File: config.mk
export PLATFORM = sky130hd
export DESIGN_NAME = acrb_device_flat
export DESIGN_NICKNAME = d
export VERILOG_FILES = /design/src/rtl/acrb_pkg.sv /design/src/rtl/acrb_if.sv /design/src/rtl/acrb_device.sv /design/src/flat_wrapper.sv
export SDC_FILE = /design/constraint.sdc
export NUM_CORES = 1
export LEC_CHECK = 0
export BUFFER_PORTS_ARGS = -buffer_cell sky130_fd_sc_hd__buf_2
export CORE_ASPECT_RATIO = 1.2
export CORE_MARGIN = 8
export CORE_UTILIZATION = 40
export CTS_BUF_LIST = sky130_fd_sc_hd__clkbuf_16
export DETAILED_ROUTE_END_ITERATION = 6
export GPL_ROUTABILITY_DRIVEN = 0
export PLACE_DENSITY = 0.6
export SYNTH_ARGS = -nofsm -noshare
export SYNTH_HDL_FRONTEND = slang
export SYNTH_SLANG_ARGS = --single-unit
File: constraint.sdc
create_clock -name clk_i -period 2.27 [get_ports clk_i]
set_input_delay 0.454 -clock clk_i [delete_from_list [all_inputs] [get_ports clk_i]]
set_output_delay 0.454 -clock clk_i [all_outputs]
set_load 0.02 [all_outputs]
File: src/rtl/acrb_pkg.sv
// acrb_pkg: shared constants of the converter configuration bank.
// assumes 8-bit register addresses and 8-bit register data.
package acrb_pkg;
  // ***********************************************************
  // register offsets
  // ***********************************************************
  localparam logic [7:0] OFF_OFFS_COMP = 8'hCF;
  localparam logic [7:0] OFF_PERF_A    = 8'hD4;
  localparam logic [7:0] OFF_PERF_B    = 8'hD5;
  localparam logic [7:0] OFF_PERF_C    = 8'hD6;
  localparam logic [7:0] OFF_PERF_D    = 8'hD7;
  localparam logic [7:0] OFF_PERF_E    = 8'hDB;
  localparam logic [7:0] OFF_OVRD      = 8'hEA;
  localparam logic [7:0] OFF_PERF_F    = 8'hF0;
  localparam logic [7:0] OFF_SWING     = 8'hF1;
  localparam logic [7:0] OFF_PERF_G    = 8'hF5;
  localparam logic [7:0] OFF_PDN       = 8'hFE;
  localparam logic [7:0] OFF_BOOST_DIS = 8'h44;
  // ***********************************************************
  // writable bits per register, reset value, field positions
  // ***********************************************************
  localparam logic [7:0] MSK_OFFS_COMP = 8'h08;
  localparam logic [7:0] MSK_PERF_ABC  = 8'h80;
  localparam logic [7:0] MSK_PERF_D    = 8'h0C;
  localparam logic [7:0] MSK_PERF_E    = 8'h30;
  localparam logic [7:0] MSK_OVRD      = 8'h80;
  localparam logic [7:0] MSK_PERF_F    = 8'h38;
  localparam logic [7:0] MSK_SWING     = 8'h23;
  localparam logic [7:0] MSK_PERF_G    = 8'h42;
  localparam logic [7:0] MSK_PDN       = 8'h0F;
  localparam logic [7:0] MSK_BOOST_DIS = 8'h01;
  localparam logic [7:0] REG_RESET     = 8'h00;
  localparam int         BIT_OFFS_COMP = 3;
  localparam int         BIT_OVRD      = 7;
  localparam int         BIT_BOOST_DIS = 0;
  localparam int         SWING_LSB     = 0;
  localparam logic [1:0] SWING_OFF     = 2'h0;
  localparam logic [1:0] SWING_ON      = 2'h3;
  localparam int         POWERDOWN_FIRST_CHANNEL      = 0;
  localparam int         POWERDOWN_SECOND_CHANNEL      = 1;
  localparam int         POWERDOWN_THIRD_CHANNEL      = 2;
  localparam int         POWERDOWN_FOURTH_CHANNEL      = 3;
  // ***********************************************************
  // converter core
  // ***********************************************************
  localparam int NUM_CH      = 4;
  localparam int SAMPLE_W    = 11;
  localparam int LATENCY_CYC = 10;

  // writable bits of an address; zero marks an unmapped address
  function automatic logic [7:0] acrb_mask(input logic [7:0] a);
    case (a)
      OFF_OFFS_COMP: acrb_mask = MSK_OFFS_COMP;
      OFF_PERF_A:    acrb_mask = MSK_PERF_ABC;
      OFF_PERF_B:    acrb_mask = MSK_PERF_ABC;
      OFF_PERF_C:    acrb_mask = MSK_PERF_ABC;
      OFF_PERF_D:    acrb_mask = MSK_PERF_D;
      OFF_PERF_E:    acrb_mask = MSK_PERF_E;
      OFF_OVRD:      acrb_mask = MSK_OVRD;
      OFF_PERF_F:    acrb_mask = MSK_PERF_F;
      OFF_SWING:     acrb_mask = MSK_SWING;
      OFF_PERF_G:    acrb_mask = MSK_PERF_G;
      OFF_PDN:       acrb_mask = MSK_PDN;
      OFF_BOOST_DIS: acrb_mask = MSK_BOOST_DIS;
      default:       acrb_mask = 8'h00;
    endcase
  endfunction : acrb_mask
endpackage : acrb_pkg

File: src/rtl/acrb_if.sv
// acrb_if: register link between host controller and converter bank.
// assumes both ends share clk_i; strobes are one-cycle pulses.
`timescale 1ns/1ps
`default_nettype none
interface acrb_if;
  logic       wr_en;
  logic       rd_en;
  logic [7:0] addr;
  logic [7:0] wdata;
  logic [7:0] rdata;
  logic       rvalid;
  modport device (input wr_en, rd_en, addr, wdata, output rdata, rvalid);
  modport host   (output wr_en, rd_en, addr, wdata, input rdata, rvalid);
endinterface : acrb_if
`default_nettype wire

File: src/rtl/acrb_device.sv
// acrb_device: converter end: configuration bank and sampling core.
// assumes sample_clk_i and ain_i are synchronous to clk_i, and that
// clk_i runs at least four times faster than sample_clk_i.
//
// Functional notes
// - host sets companion bit with offset correction
// - host writes zero to reserved bits
// - host sets performance flags per recommended combination; acrb_host passes the user's flags through, only masked
// - override bit picks pin or register boost
// - swing field: 00 off, 11 on, others unused
// - bits 3,2 power down channels D, C
// - bits 1,0 power down channels B, A
// - all channels sampled together on falling edge
// - samples appear ten sample clocks later
// - double data rate lanes, twos complement code
// - eleven-bit words per channel
// - all registers reset to zero
// - register disable turns boost off only while the override bit is set
`timescale 1ns/1ps
`default_nettype none
module acrb_device #(
  parameter int NUM_CH   = acrb_pkg::NUM_CH,
  parameter int SAMPLE_W = acrb_pkg::SAMPLE_W,
  parameter int LATENCY  = acrb_pkg::LATENCY_CYC,
  localparam int LANE_W  = (SAMPLE_W + 1) / 2
) (
  // clock, reset, enable
  input  wire logic                               clk_i,
  input  wire logic                               rstn_i,
  input  wire logic                               ce_i,
  // register link
  acrb_if.device                                  bus,
  // converter side
  input  wire logic                               sample_clk_i,
  input  wire logic [NUM_CH-1:0][SAMPLE_W-1:0]    ain_i,
  input  wire logic                               boost_control_pin_i,
  output logic      [NUM_CH-1:0][SAMPLE_W-1:0]    data_o,
  output logic                                    data_valid_o,
  output logic      [NUM_CH-1:0][LANE_W-1:0]      lane_o,
  output logic                                    lane_phase_o,
  output logic                                    boost_active_o,
  output logic      [NUM_CH-1:0]                  ch_powered_down_o,
  output logic                                    output_swing_prog_enable_o,
  output logic                                    offset_corr_companion_bit_o,
  output logic      [15:0]                        perf_mode_o
);
  // ***********************************************************
  // state
  // ***********************************************************
  typedef struct packed {
    logic [7:0]                              offs;
    logic [7:0]                              perf_a;
    logic [7:0]                              perf_b;
    logic [7:0]                              perf_c;
    logic [7:0]                              perf_d;
    logic [7:0]                              perf_e;
    logic [7:0]                              ovrd;
    logic [7:0]                              perf_f;
    logic [7:0]                              swing;
    logic [7:0]                              perf_g;
    logic [7:0]                              pdn;
    logic [7:0]                              boost_dis;
    logic [7:0]                              rdata;
    logic                                    rvalid;
    logic                                    sclk;
    logic [LATENCY-1:0][NUM_CH-1:0][SAMPLE_W-1:0] pipe;
    logic [LATENCY-1:0]                      fill;
    logic [NUM_CH-1:0][SAMPLE_W-1:0]         data;
    logic                                    valid;
    logic [NUM_CH-1:0][LANE_W-1:0]           lane;
    logic                                    phase;
    logic                                    boost;
    logic                                    swing_on;
  } acrb_dev_state_type;

  acrb_dev_state_type state_q;
  acrb_dev_state_type state_d;

  // ***********************************************************
  // lane split: even bits on one phase, odd bits on the other
  // ***********************************************************
  logic [NUM_CH-1:0][LANE_W-1:0] even_bits;
  logic [NUM_CH-1:0][LANE_W-1:0] odd_bits;
  logic [NUM_CH-1:0][SAMPLE_W-1:0] twos;

  genvar gc;
  genvar gb;
  generate
    for (gc = 0; gc < NUM_CH; gc++) begin : g_ch
      // input code is offset binary; flipping the msb gives twos complement
      assign twos[gc] = {~ain_i[gc][SAMPLE_W-1], ain_i[gc][SAMPLE_W-2:0]};
      for (gb = 0; gb < LANE_W; gb++) begin : g_bit
        assign even_bits[gc][gb] = state_q.pipe[LATENCY-1][gc][2*gb];
        if (2*gb + 1 < SAMPLE_W) begin : g_odd
          assign odd_bits[gc][gb] = state_q.data[gc][2*gb+1];
        end else begin : g_pad
          assign odd_bits[gc][gb] = 1'b0;
        end
      end
    end
  endgenerate

  // ***********************************************************
  // next state
  // ***********************************************************
  logic       fall;
  logic       rise;
  logic [7:0] wmask;
  logic [7:0] wval;
  logic [3:0] pd_map;

  always_comb begin
    state_d = state_q;
    fall    = state_q.sclk & ~sample_clk_i;
    rise    = ~state_q.sclk & sample_clk_i;
    wmask   = acrb_pkg::acrb_mask(bus.addr);
    wval    = bus.wdata & wmask; // reserved bits are not stored
    state_d.sclk   = sample_clk_i;
    state_d.rvalid = 1'b0;

    // register write port
    if (bus.wr_en) begin
      case (bus.addr)
        acrb_pkg::OFF_OFFS_COMP: state_d.offs      = wval;
        acrb_pkg::OFF_PERF_A:    state_d.perf_a    = wval;
        acrb_pkg::OFF_PERF_B:    state_d.perf_b    = wval;
        acrb_pkg::OFF_PERF_C:    state_d.perf_c    = wval;
        acrb_pkg::OFF_PERF_D:    state_d.perf_d    = wval;
        acrb_pkg::OFF_PERF_E:    state_d.perf_e    = wval;
        acrb_pkg::OFF_OVRD:      state_d.ovrd      = wval;
        acrb_pkg::OFF_PERF_F:    state_d.perf_f    = wval;
        acrb_pkg::OFF_SWING:     state_d.swing     = wval;
        acrb_pkg::OFF_PERF_G:    state_d.perf_g    = wval;
        acrb_pkg::OFF_PDN:       state_d.pdn       = wval;
        acrb_pkg::OFF_BOOST_DIS: state_d.boost_dis = wval;
        default: ;
      endcase
    end

    // register read port; unmapped addresses read zero
    if (bus.rd_en) begin
      state_d.rvalid = 1'b1;
      case (bus.addr)
        acrb_pkg::OFF_OFFS_COMP: state_d.rdata = state_q.offs;
        acrb_pkg::OFF_PERF_A:    state_d.rdata = state_q.perf_a;
        acrb_pkg::OFF_PERF_B:    state_d.rdata = state_q.perf_b;
        acrb_pkg::OFF_PERF_C:    state_d.rdata = state_q.perf_c;
        acrb_pkg::OFF_PERF_D:    state_d.rdata = state_q.perf_d;
        acrb_pkg::OFF_PERF_E:    state_d.rdata = state_q.perf_e;
        acrb_pkg::OFF_OVRD:      state_d.rdata = state_q.ovrd;
        acrb_pkg::OFF_PERF_F:    state_d.rdata = state_q.perf_f;
        acrb_pkg::OFF_SWING:     state_d.rdata = state_q.swing;
        acrb_pkg::OFF_PERF_G:    state_d.rdata = state_q.perf_g;
        acrb_pkg::OFF_PDN:       state_d.rdata = state_q.pdn;
        acrb_pkg::OFF_BOOST_DIS: state_d.rdata = state_q.boost_dis;
        default:                 state_d.rdata = 8'h00;
      endcase
    end

    // boost source: pin, or the register disable bit when overridden
    if (state_q.ovrd[acrb_pkg::BIT_OVRD]) begin
      state_d.boost = ~state_q.boost_dis[acrb_pkg::BIT_BOOST_DIS];
    end else begin
      state_d.boost = boost_control_pin_i;
    end
    // registered so the enable leaves on a flop; unused codes read as off
    state_d.swing_on = (state_q.swing[acrb_pkg::SWING_LSB +: 2] == acrb_pkg::SWING_ON);

    // channel order in vectors is A, B, C, D from bit 0
    pd_map[0] = state_q.pdn[acrb_pkg::POWERDOWN_FIRST_CHANNEL];
    pd_map[1] = state_q.pdn[acrb_pkg::POWERDOWN_SECOND_CHANNEL];
    pd_map[2] = state_q.pdn[acrb_pkg::POWERDOWN_THIRD_CHANNEL];
    pd_map[3] = state_q.pdn[acrb_pkg::POWERDOWN_FOURTH_CHANNEL];

    // one falling edge samples every channel at once and steps the pipe
    if (fall) begin
      state_d.pipe[0] = twos;
      state_d.fill[0] = 1'b1;
      for (int s = 1; s < LATENCY; s++) begin
        state_d.pipe[s] = state_q.pipe[s-1];
        state_d.fill[s] = state_q.fill[s-1];
      end
      state_d.data  = state_q.pipe[LATENCY-1];
      state_d.valid = state_q.fill[LATENCY-1];
      state_d.lane  = even_bits;
      state_d.phase = 1'b0;
    end else if (rise) begin
      state_d.lane  = odd_bits;
      state_d.phase = 1'b1;
    end

    // a powered-down channel drives a quiet zero code
    for (int c = 0; c < NUM_CH; c++) begin
      if (c < 4 && pd_map[c % 4]) begin
        state_d.data[c] = '0;
        state_d.lane[c] = '0;
      end
    end
  end

  always_ff @(posedge clk_i) begin
    if (!rstn_i) begin
      state_q <= '0;
    end else if (ce_i) begin
      state_q <= state_d;
    end
  end

  // ***********************************************************
  // outputs
  // ***********************************************************
  assign bus.rdata                   = state_q.rdata;
  assign bus.rvalid                  = state_q.rvalid;
  assign data_o                      = state_q.data;
  assign data_valid_o                = state_q.valid;
  assign lane_o                      = state_q.lane;
  assign lane_phase_o                = state_q.phase;
  assign boost_active_o              = state_q.boost;
  assign ch_powered_down_o           = NUM_CH'(state_q.pdn[3:0]);
  assign output_swing_prog_enable_o  = state_q.swing_on;
  assign offset_corr_companion_bit_o = state_q.offs[acrb_pkg::BIT_OFFS_COMP];
  assign perf_mode_o = {state_q.perf_a[7], state_q.perf_b[7], state_q.perf_c[7],
                        state_q.perf_d[3:2], state_q.perf_e[5:4],
                        state_q.perf_f[5:3], state_q.swing[5],
                        state_q.perf_g[6], state_q.perf_g[1], 3'h0};
endmodule : acrb_device
`default_nettype wire

File: src/flat_wrapper.sv
// flat-port wrapper written by rule: the top's interface ports become plain ports
module acrb_device_flat 
#(
  parameter int NUM_CH   = acrb_pkg::NUM_CH,
  parameter int SAMPLE_W = acrb_pkg::SAMPLE_W,
  parameter int LATENCY  = acrb_pkg::LATENCY_CYC,
  localparam int LANE_W  = (SAMPLE_W + 1) / 2
)
  (clk_i, rstn_i, ce_i, sample_clk_i, ain_i, boost_control_pin_i, data_o, data_valid_o, lane_o, lane_phase_o, boost_active_o, ch_powered_down_o, output_swing_prog_enable_o, offset_corr_companion_bit_o, perf_mode_o, bus_wr_en, bus_rd_en, bus_addr, bus_wdata, bus_rdata, bus_rvalid);
  acrb_if bus_i ();
  input  wire logic clk_i;
  input  wire logic rstn_i;
  input  wire logic ce_i;
  input  wire logic sample_clk_i;
  input  wire logic [NUM_CH-1:0][SAMPLE_W-1:0] ain_i;
  input  wire logic boost_control_pin_i;
  output logic      [NUM_CH-1:0][SAMPLE_W-1:0] data_o;
  output logic data_valid_o;
  output logic      [NUM_CH-1:0][LANE_W-1:0] lane_o;
  output logic lane_phase_o;
  output logic boost_active_o;
  output logic      [NUM_CH-1:0] ch_powered_down_o;
  output logic output_swing_prog_enable_o;
  output logic offset_corr_companion_bit_o;
  output logic      [15:0] perf_mode_o;
  input wire logic [$bits(bus_i.wr_en)-1:0] bus_wr_en;
  input wire logic [$bits(bus_i.rd_en)-1:0] bus_rd_en;
  input wire logic [$bits(bus_i.addr)-1:0] bus_addr;
  input wire logic [$bits(bus_i.wdata)-1:0] bus_wdata;
  output wire logic [$bits(bus_i.rdata)-1:0] bus_rdata;
  output wire logic [$bits(bus_i.rvalid)-1:0] bus_rvalid;
  assign bus_i.wr_en = bus_wr_en;
  assign bus_i.rd_en = bus_rd_en;
  assign bus_i.addr = bus_addr;
  assign bus_i.wdata = bus_wdata;
  assign bus_rdata = bus_i.rdata;
  assign bus_rvalid = bus_i.rvalid;
  acrb_device #(.NUM_CH(NUM_CH), .SAMPLE_W(SAMPLE_W), .LATENCY(LATENCY)) u_core (.clk_i(clk_i), .rstn_i(rstn_i), .ce_i(ce_i), .bus(bus_i), .sample_clk_i(sample_clk_i), .ain_i(ain_i), .boost_control_pin_i(boost_control_pin_i), .data_o(data_o), .data_valid_o(data_valid_o), .lane_o(lane_o), .lane_phase_o(lane_phase_o), .boost_active_o(boost_active_o), .ch_powered_down_o(ch_powered_down_o), .output_swing_prog_enable_o(output_swing_prog_enable_o), .offset_corr_companion_bit_o(offset_corr_companion_bit_o), .perf_mode_o(perf_mode_o));
endmodule
Yosys cells after proc, flatten, opt, wreduce, memory -nomap -nowiden --
Index checks and enable logic that the tools add are counted.
Cells by class: reductions and logical operators 33, bitwise operators 10, mux-type cells 15, equal/unequal tests 13
Operators with widths (count):
- 8-bit case mux with 12 select lines | 1
- 8-bit equality test (second input constant) | 11
- 8-bit case mux with 9 select lines | 1
- 25-bit 2-to-1 mux | 2
- 45-bit 2-to-1 mux | 1
- 11-bit 2-to-1 mux | 4
- 3-bit AND reduction | 12
- 6-bit 2-to-1 mux | 4
- 2-bit AND reduction | 11
- 3-bit nonzero test | 4
- 2-bit nonzero test | 5
- 8-bit bitwise AND | 1
- 8-bit by 7-bit equality test with 1-bit output (second input constant) | 1
- 1-bit inverter | 7
- 4-bit OR reduction | 1
- 1-bit bitwise AND | 2
- 2-bit equality test (second input constant) | 1
- 1-bit 2-to-1 mux | 2
Word-level totals: bits in registers 628, output and inout bits 102, logic and storage cells 139, bits of input ports 67

Logic depth before layout (Yosys ltp) --
depth in word-level cells 5, gate-level depth with buffers 9, mapped depth without buffers 7

Worst setup path after synthesis --
Ideal clock, no wire load.
path type in2reg, from input port bus_addr[6], to register u_core.state_q (netlist bit u_core.bus.rdata[0]), path buffers 2, stages on the path 7, arrival 1.761 ns, data required time 2.131 ns, slack 0.371 ns, setup time 0.139 ns, path through buf_6 nor2b_1 and3_1 buf_6 or3_4 o311ai_4 a22oi_2
On the way: cells in the longest elaborated chain, start to end 2, elaborated cells on any way between the ends 13, those cells by class eq/ne (12); mux (1)
Ends and longest elaborated chain:
- start, declared | RTL line flat_wrapper.sv:28 | input wire logic [$bits(bus_i.addr)-1:0] bus_addr;
- 8-bit by 7-bit equality test with 1-bit output / 8-bit equality test (equally long branches) | RTL line acrb_device.sv:143 | case (bus.addr)
- 8-bit case mux with 12 select lines * | RTL line acrb_device.sv:143
- end signal, assigned | RTL line acrb_device.sv:205 | state_q <= state_d;
- end, declared | RTL line acrb_device.sv:76 | acrb_dev_state_type state_q;
Every way passes the cells marked *; elsewhere a longest branch is shown, timed or not. A chain may end at the register's enable or synchronous reset.

Worst setup path in the final report --
from register u_core.state_q (netlist bit u_core.ch_powered_down_o[3]), to output port ch_powered_down_o[3]
RTL lines:
- end, declared | RTL line flat_wrapper.sv:22 | output logic [NUM_CH-1:0] ch_powered_down_o;
No word-level cell between the ends.

==> impl_metrics.csv <==
group,metric,value,unit
pwr,power_frac_comb,3.1,%
detailed_routing,drcViolationCount,0,
sta,slew_viol_final,0,
detailed_routing,avgRoutedWirePerCell,15.0,um
floorplanning,boundaryPins,169,
detailed_routing,antenna_left,0,
clock_tree,cts_resized,0,
sta,setup_viol,0,
synthesis,ys_warn_count,0,
clock_tree,cts_setup_buffers,0,
global_routing,track_usage,16.0,%
global_routing,grt_max_degree,100,
finish,final_nets,2917,
worst_hold_path,min_path_type,"in2reg",
synthesis,yosys-top-cells-area,"dfxtp_1 (54%), nand2_1 (15%), a21oi_1 (11%)",
detailed_routing,vias,18200,
worst_setup_path,crit_slowest_cell,"dfxtp_1",
clock_tree,cts.path.max_buffers,3,
sta,hold_viol,0,
detailed_routing,wl,54400,um
worst_setup_path,worstSetupStartpointType,"register",
global_routing,grt_overflow,0,
clock_tree,path_clk_slew,0.06,ns
floorplanning,rows,96,
worst_setup_path,end_kind,"output pin",
synthesis,synth_area_per_cell,8.22,um^2
sta,skew,0.0177,ns
finish,drive_above_1_share,12.8,%
floorplanning,die_y,279,um
synthesis,synth_edf_count,0,
global_routing,grt_pass1_wl,90400,um
pwr,p_leak,9.59,nW
place,hpwl,37600,um
detailed_routing,top_layer_used,"met4",
synthesis,ys_async_sr_fraction,0,%
sta,tns,0,ns
detailed_routing,viasPerCell,5.02,
detailed_routing,drt_iter0_markers,1359,
synthesis,yosysSeqAreaShare,54.4,%
global_routing,grt_pass1_vias,17600,
finish,area_delta_synth_final,14.9,%
sta,fmax,536,MHz
pwr,vdd_drop_max,0.000455,V
pwr,pwr-share-clk,47.2,%
floorplanning,initial_core_util,40.4,%
worst_setup_path,crit_type,"reg2out",
run,max-cap-violations,0,
sta,rsz0062_at_grt,"no",
clock_tree,root_buffer,"clkbuf_16",
finish,antenna_cells,0,
status,outcome,"complete, no violations",
sta,slew_headroom,41.3,%
pwr,netSwitchingPower,4.73,mW
place,placed_area,24400,um^2
detailed_routing,dr_wl_met2,24200,um
worst_setup_path,arrival,1.41,ns
sta,period_share,82.1,%
detailed_routing,dr.pass1.iters,7,
finish,final_util,46.4,%
worst_setup_path,critPathTopFamily,"flip-flops",
clock_tree,hold_buffers,0,
sta,period_needed,1.86,ns
synthesis,synthFlopType,"dfxtp_1",
worst_setup_path,max_stage_delay,0.59,ns
synthesis,synthCells,2811,
synthesis,netlist_area,23100,um^2
clock_tree,insertion_delay,0.58,ns
detailed_routing,route.met3.wl,2640,um
place,numPortBuffers,165,
pwr,p_sw_share,21.2,%
worst_setup_path,required,1.82,ns
pwr,power,22.3,mW
clock_tree,cts-buffers-inserted,66,
sta,worst_slew_pin_slew,0.871,ns
floorplanning,die_w,235,um
sta,hold_slack,0.0529,ns
finish,post-route-cell-area,26600,um^2
clock_tree,clock_sinks,628,
global_routing,antenna_found_initial,0,
clock_tree,cts_tree,"done",
worst_setup_path,worstPathCellList,"buf_2",
pwr,p_per_area,839,nW/um^2
floorplanning,dieArea,65800,um^2
worst_setup_path,cp_max_fo,8,
detailed_routing,wl_met1,25900,um
pwr,p_int,17.6,mW
worst_setup_path,crit_buf_inv,1,
clock_tree,htree_levels,3,
floorplanning,core_area,57200,um^2
synthesis,yosysTopAreaCellShare,54.4,%
synthesis,ys_ff_latch,628,
pwr,seq_power_share,49.6,%
synthesis,synth_top_cell_by_area,"dfxtp_1",
synthesis,synth.distinct_cells,60,
## cell families after synthesis
logic type                 after synthesis  share of synthesized area [%]
and+or+nand+nor                       1227                           22.2
buffers and inverters                  301                           6.72
muxes                                   54                           2.35
AOI/OAI and AO/OA                      598                           14.3
xor gates and xnor gates                 1                         0.0379
other                                    1                         0.0162
DFF                                    628                           54.4
adders and majority gates                1                         0.0541
## layer usage
metal	track usage [%]	vias up
met3	3.20	109
met4	6.24	0
met1	21.4	8405
met2	25.4	440
li1	-	9265
met5	0	-
## worst paths after layout
check | from | endpoint | slack [ns] | depth (start not counted)
setup / recovery | u_core.ch_powered_down_o[3]$_SDFFE_PN0P_ | ch_powered_down_o[3] | 0.41 | 1
hold / removal | ain_i[32] | u_core.state_q[114]$_SDFFE_PN0P_ | 0.05 | 2
setup reg to reg | u_core.state_q[522]$_SDFFE_PN0P_ | u_core.state_q[104]$_SDFFE_PN0P_ | 0.49 | 6
hold reg to reg | u_core.state_q[155]$_SDFFE_PN0P_ | u_core.state_q[199]$_SDFFE_PN0P_ | 0.44 | 2
## flip-flops by register name (all words and copies together), names as in the netlist
signal / flops
u_core.even_bits: 24
u_core.perf_mode_o: 13
u_core.data_o: 44
u_core.bus.rdata: 8
u_core.ch_powered_down_o: 4
u_core.lane_phase_o: 1
u_core.bus.rvalid: 1
u_core.state_q: 505
u_core.output_swing_prog_enable_o: 1
u_core.data_valid_o: 1
u_core.offset_corr_companion_bit_o: 1
u_core.lane_o: 24
u_core.boost_active_o: 1
## cell usage in the layout, fill, tap and decap left out, types with 14 or more instances in the layout
cell / instances
inv_1: 17
a21oi_1: 488
clkbuf_16: 71
and3_1: 43
buf_12: 26
and2_1: 40
buf_4: 73
a22oi_1: 52
buf_2: 165
mux2i_1: 51
clkinv_1: 15
nand3_1: 14
o21ai_0: 14
dfxtp_1: 628
nor2_1: 146
nand2_1: 917
## Yosys cell counts, drive strengths merged, types with 2 or more instances
cell type  count
a211oi         8
nand4          7
mux2           3
nor2         146
and4bb         2
clkbuf       166
and2          41
a22oi         54
nor3           8
and4           3
o21ai         14
and3b          2
nor4b          2
a2bb2oi        2
nand3         15
a31oi          2
nand2b        10
a21oi        488
dfxtp        628
nor3b          8
nand2        918
a222oi         2
and3          43
buf          130
a221oi         4
or3b           2
nand3b         6
a32oi          9
mux2i         51
and4b          3
o22ai          4
inv            5
nor2b          7
## stage by stage
| step | setup slack (ns) | cells |
|---|---|---|
| final | 0.405 | 3632 |
| after global routing | 0.292 | 3632 |
| after CTS | 0.369 | 3632 |
| after detailed placement | 0.125 | 3516 |
| after global placement | 0.166 | 3516 |
| after floorplan | 0.371 | 2813 |
## power groups by stage
stage / clock network [mW] / logic (mW) / registers [mW]
floorplan: 0 / 0.417 / 11.3
global placement: 0 / 0.690 / 11.3
detailed placement: 0 / 0.699 / 11.3
CTS: 10.8 / 0.701 / 11.1
global route: 11.3 / 0.759 / 11.0
finish: 10.5 / 0.699 / 11.1
## cell type report
type | count | area, um^2
clock buffers | 71 | 1780
clock inverters | 45 | 353
fillers | 5647 | 30600
inverters | 5 | 26.3
multi-input cells | 1884 | 9010
flip-flops and latches | 628 | 12600
well taps | 735 | 920
repair buffers | 264 | 1890
Power figures use the tool's default switching activity.
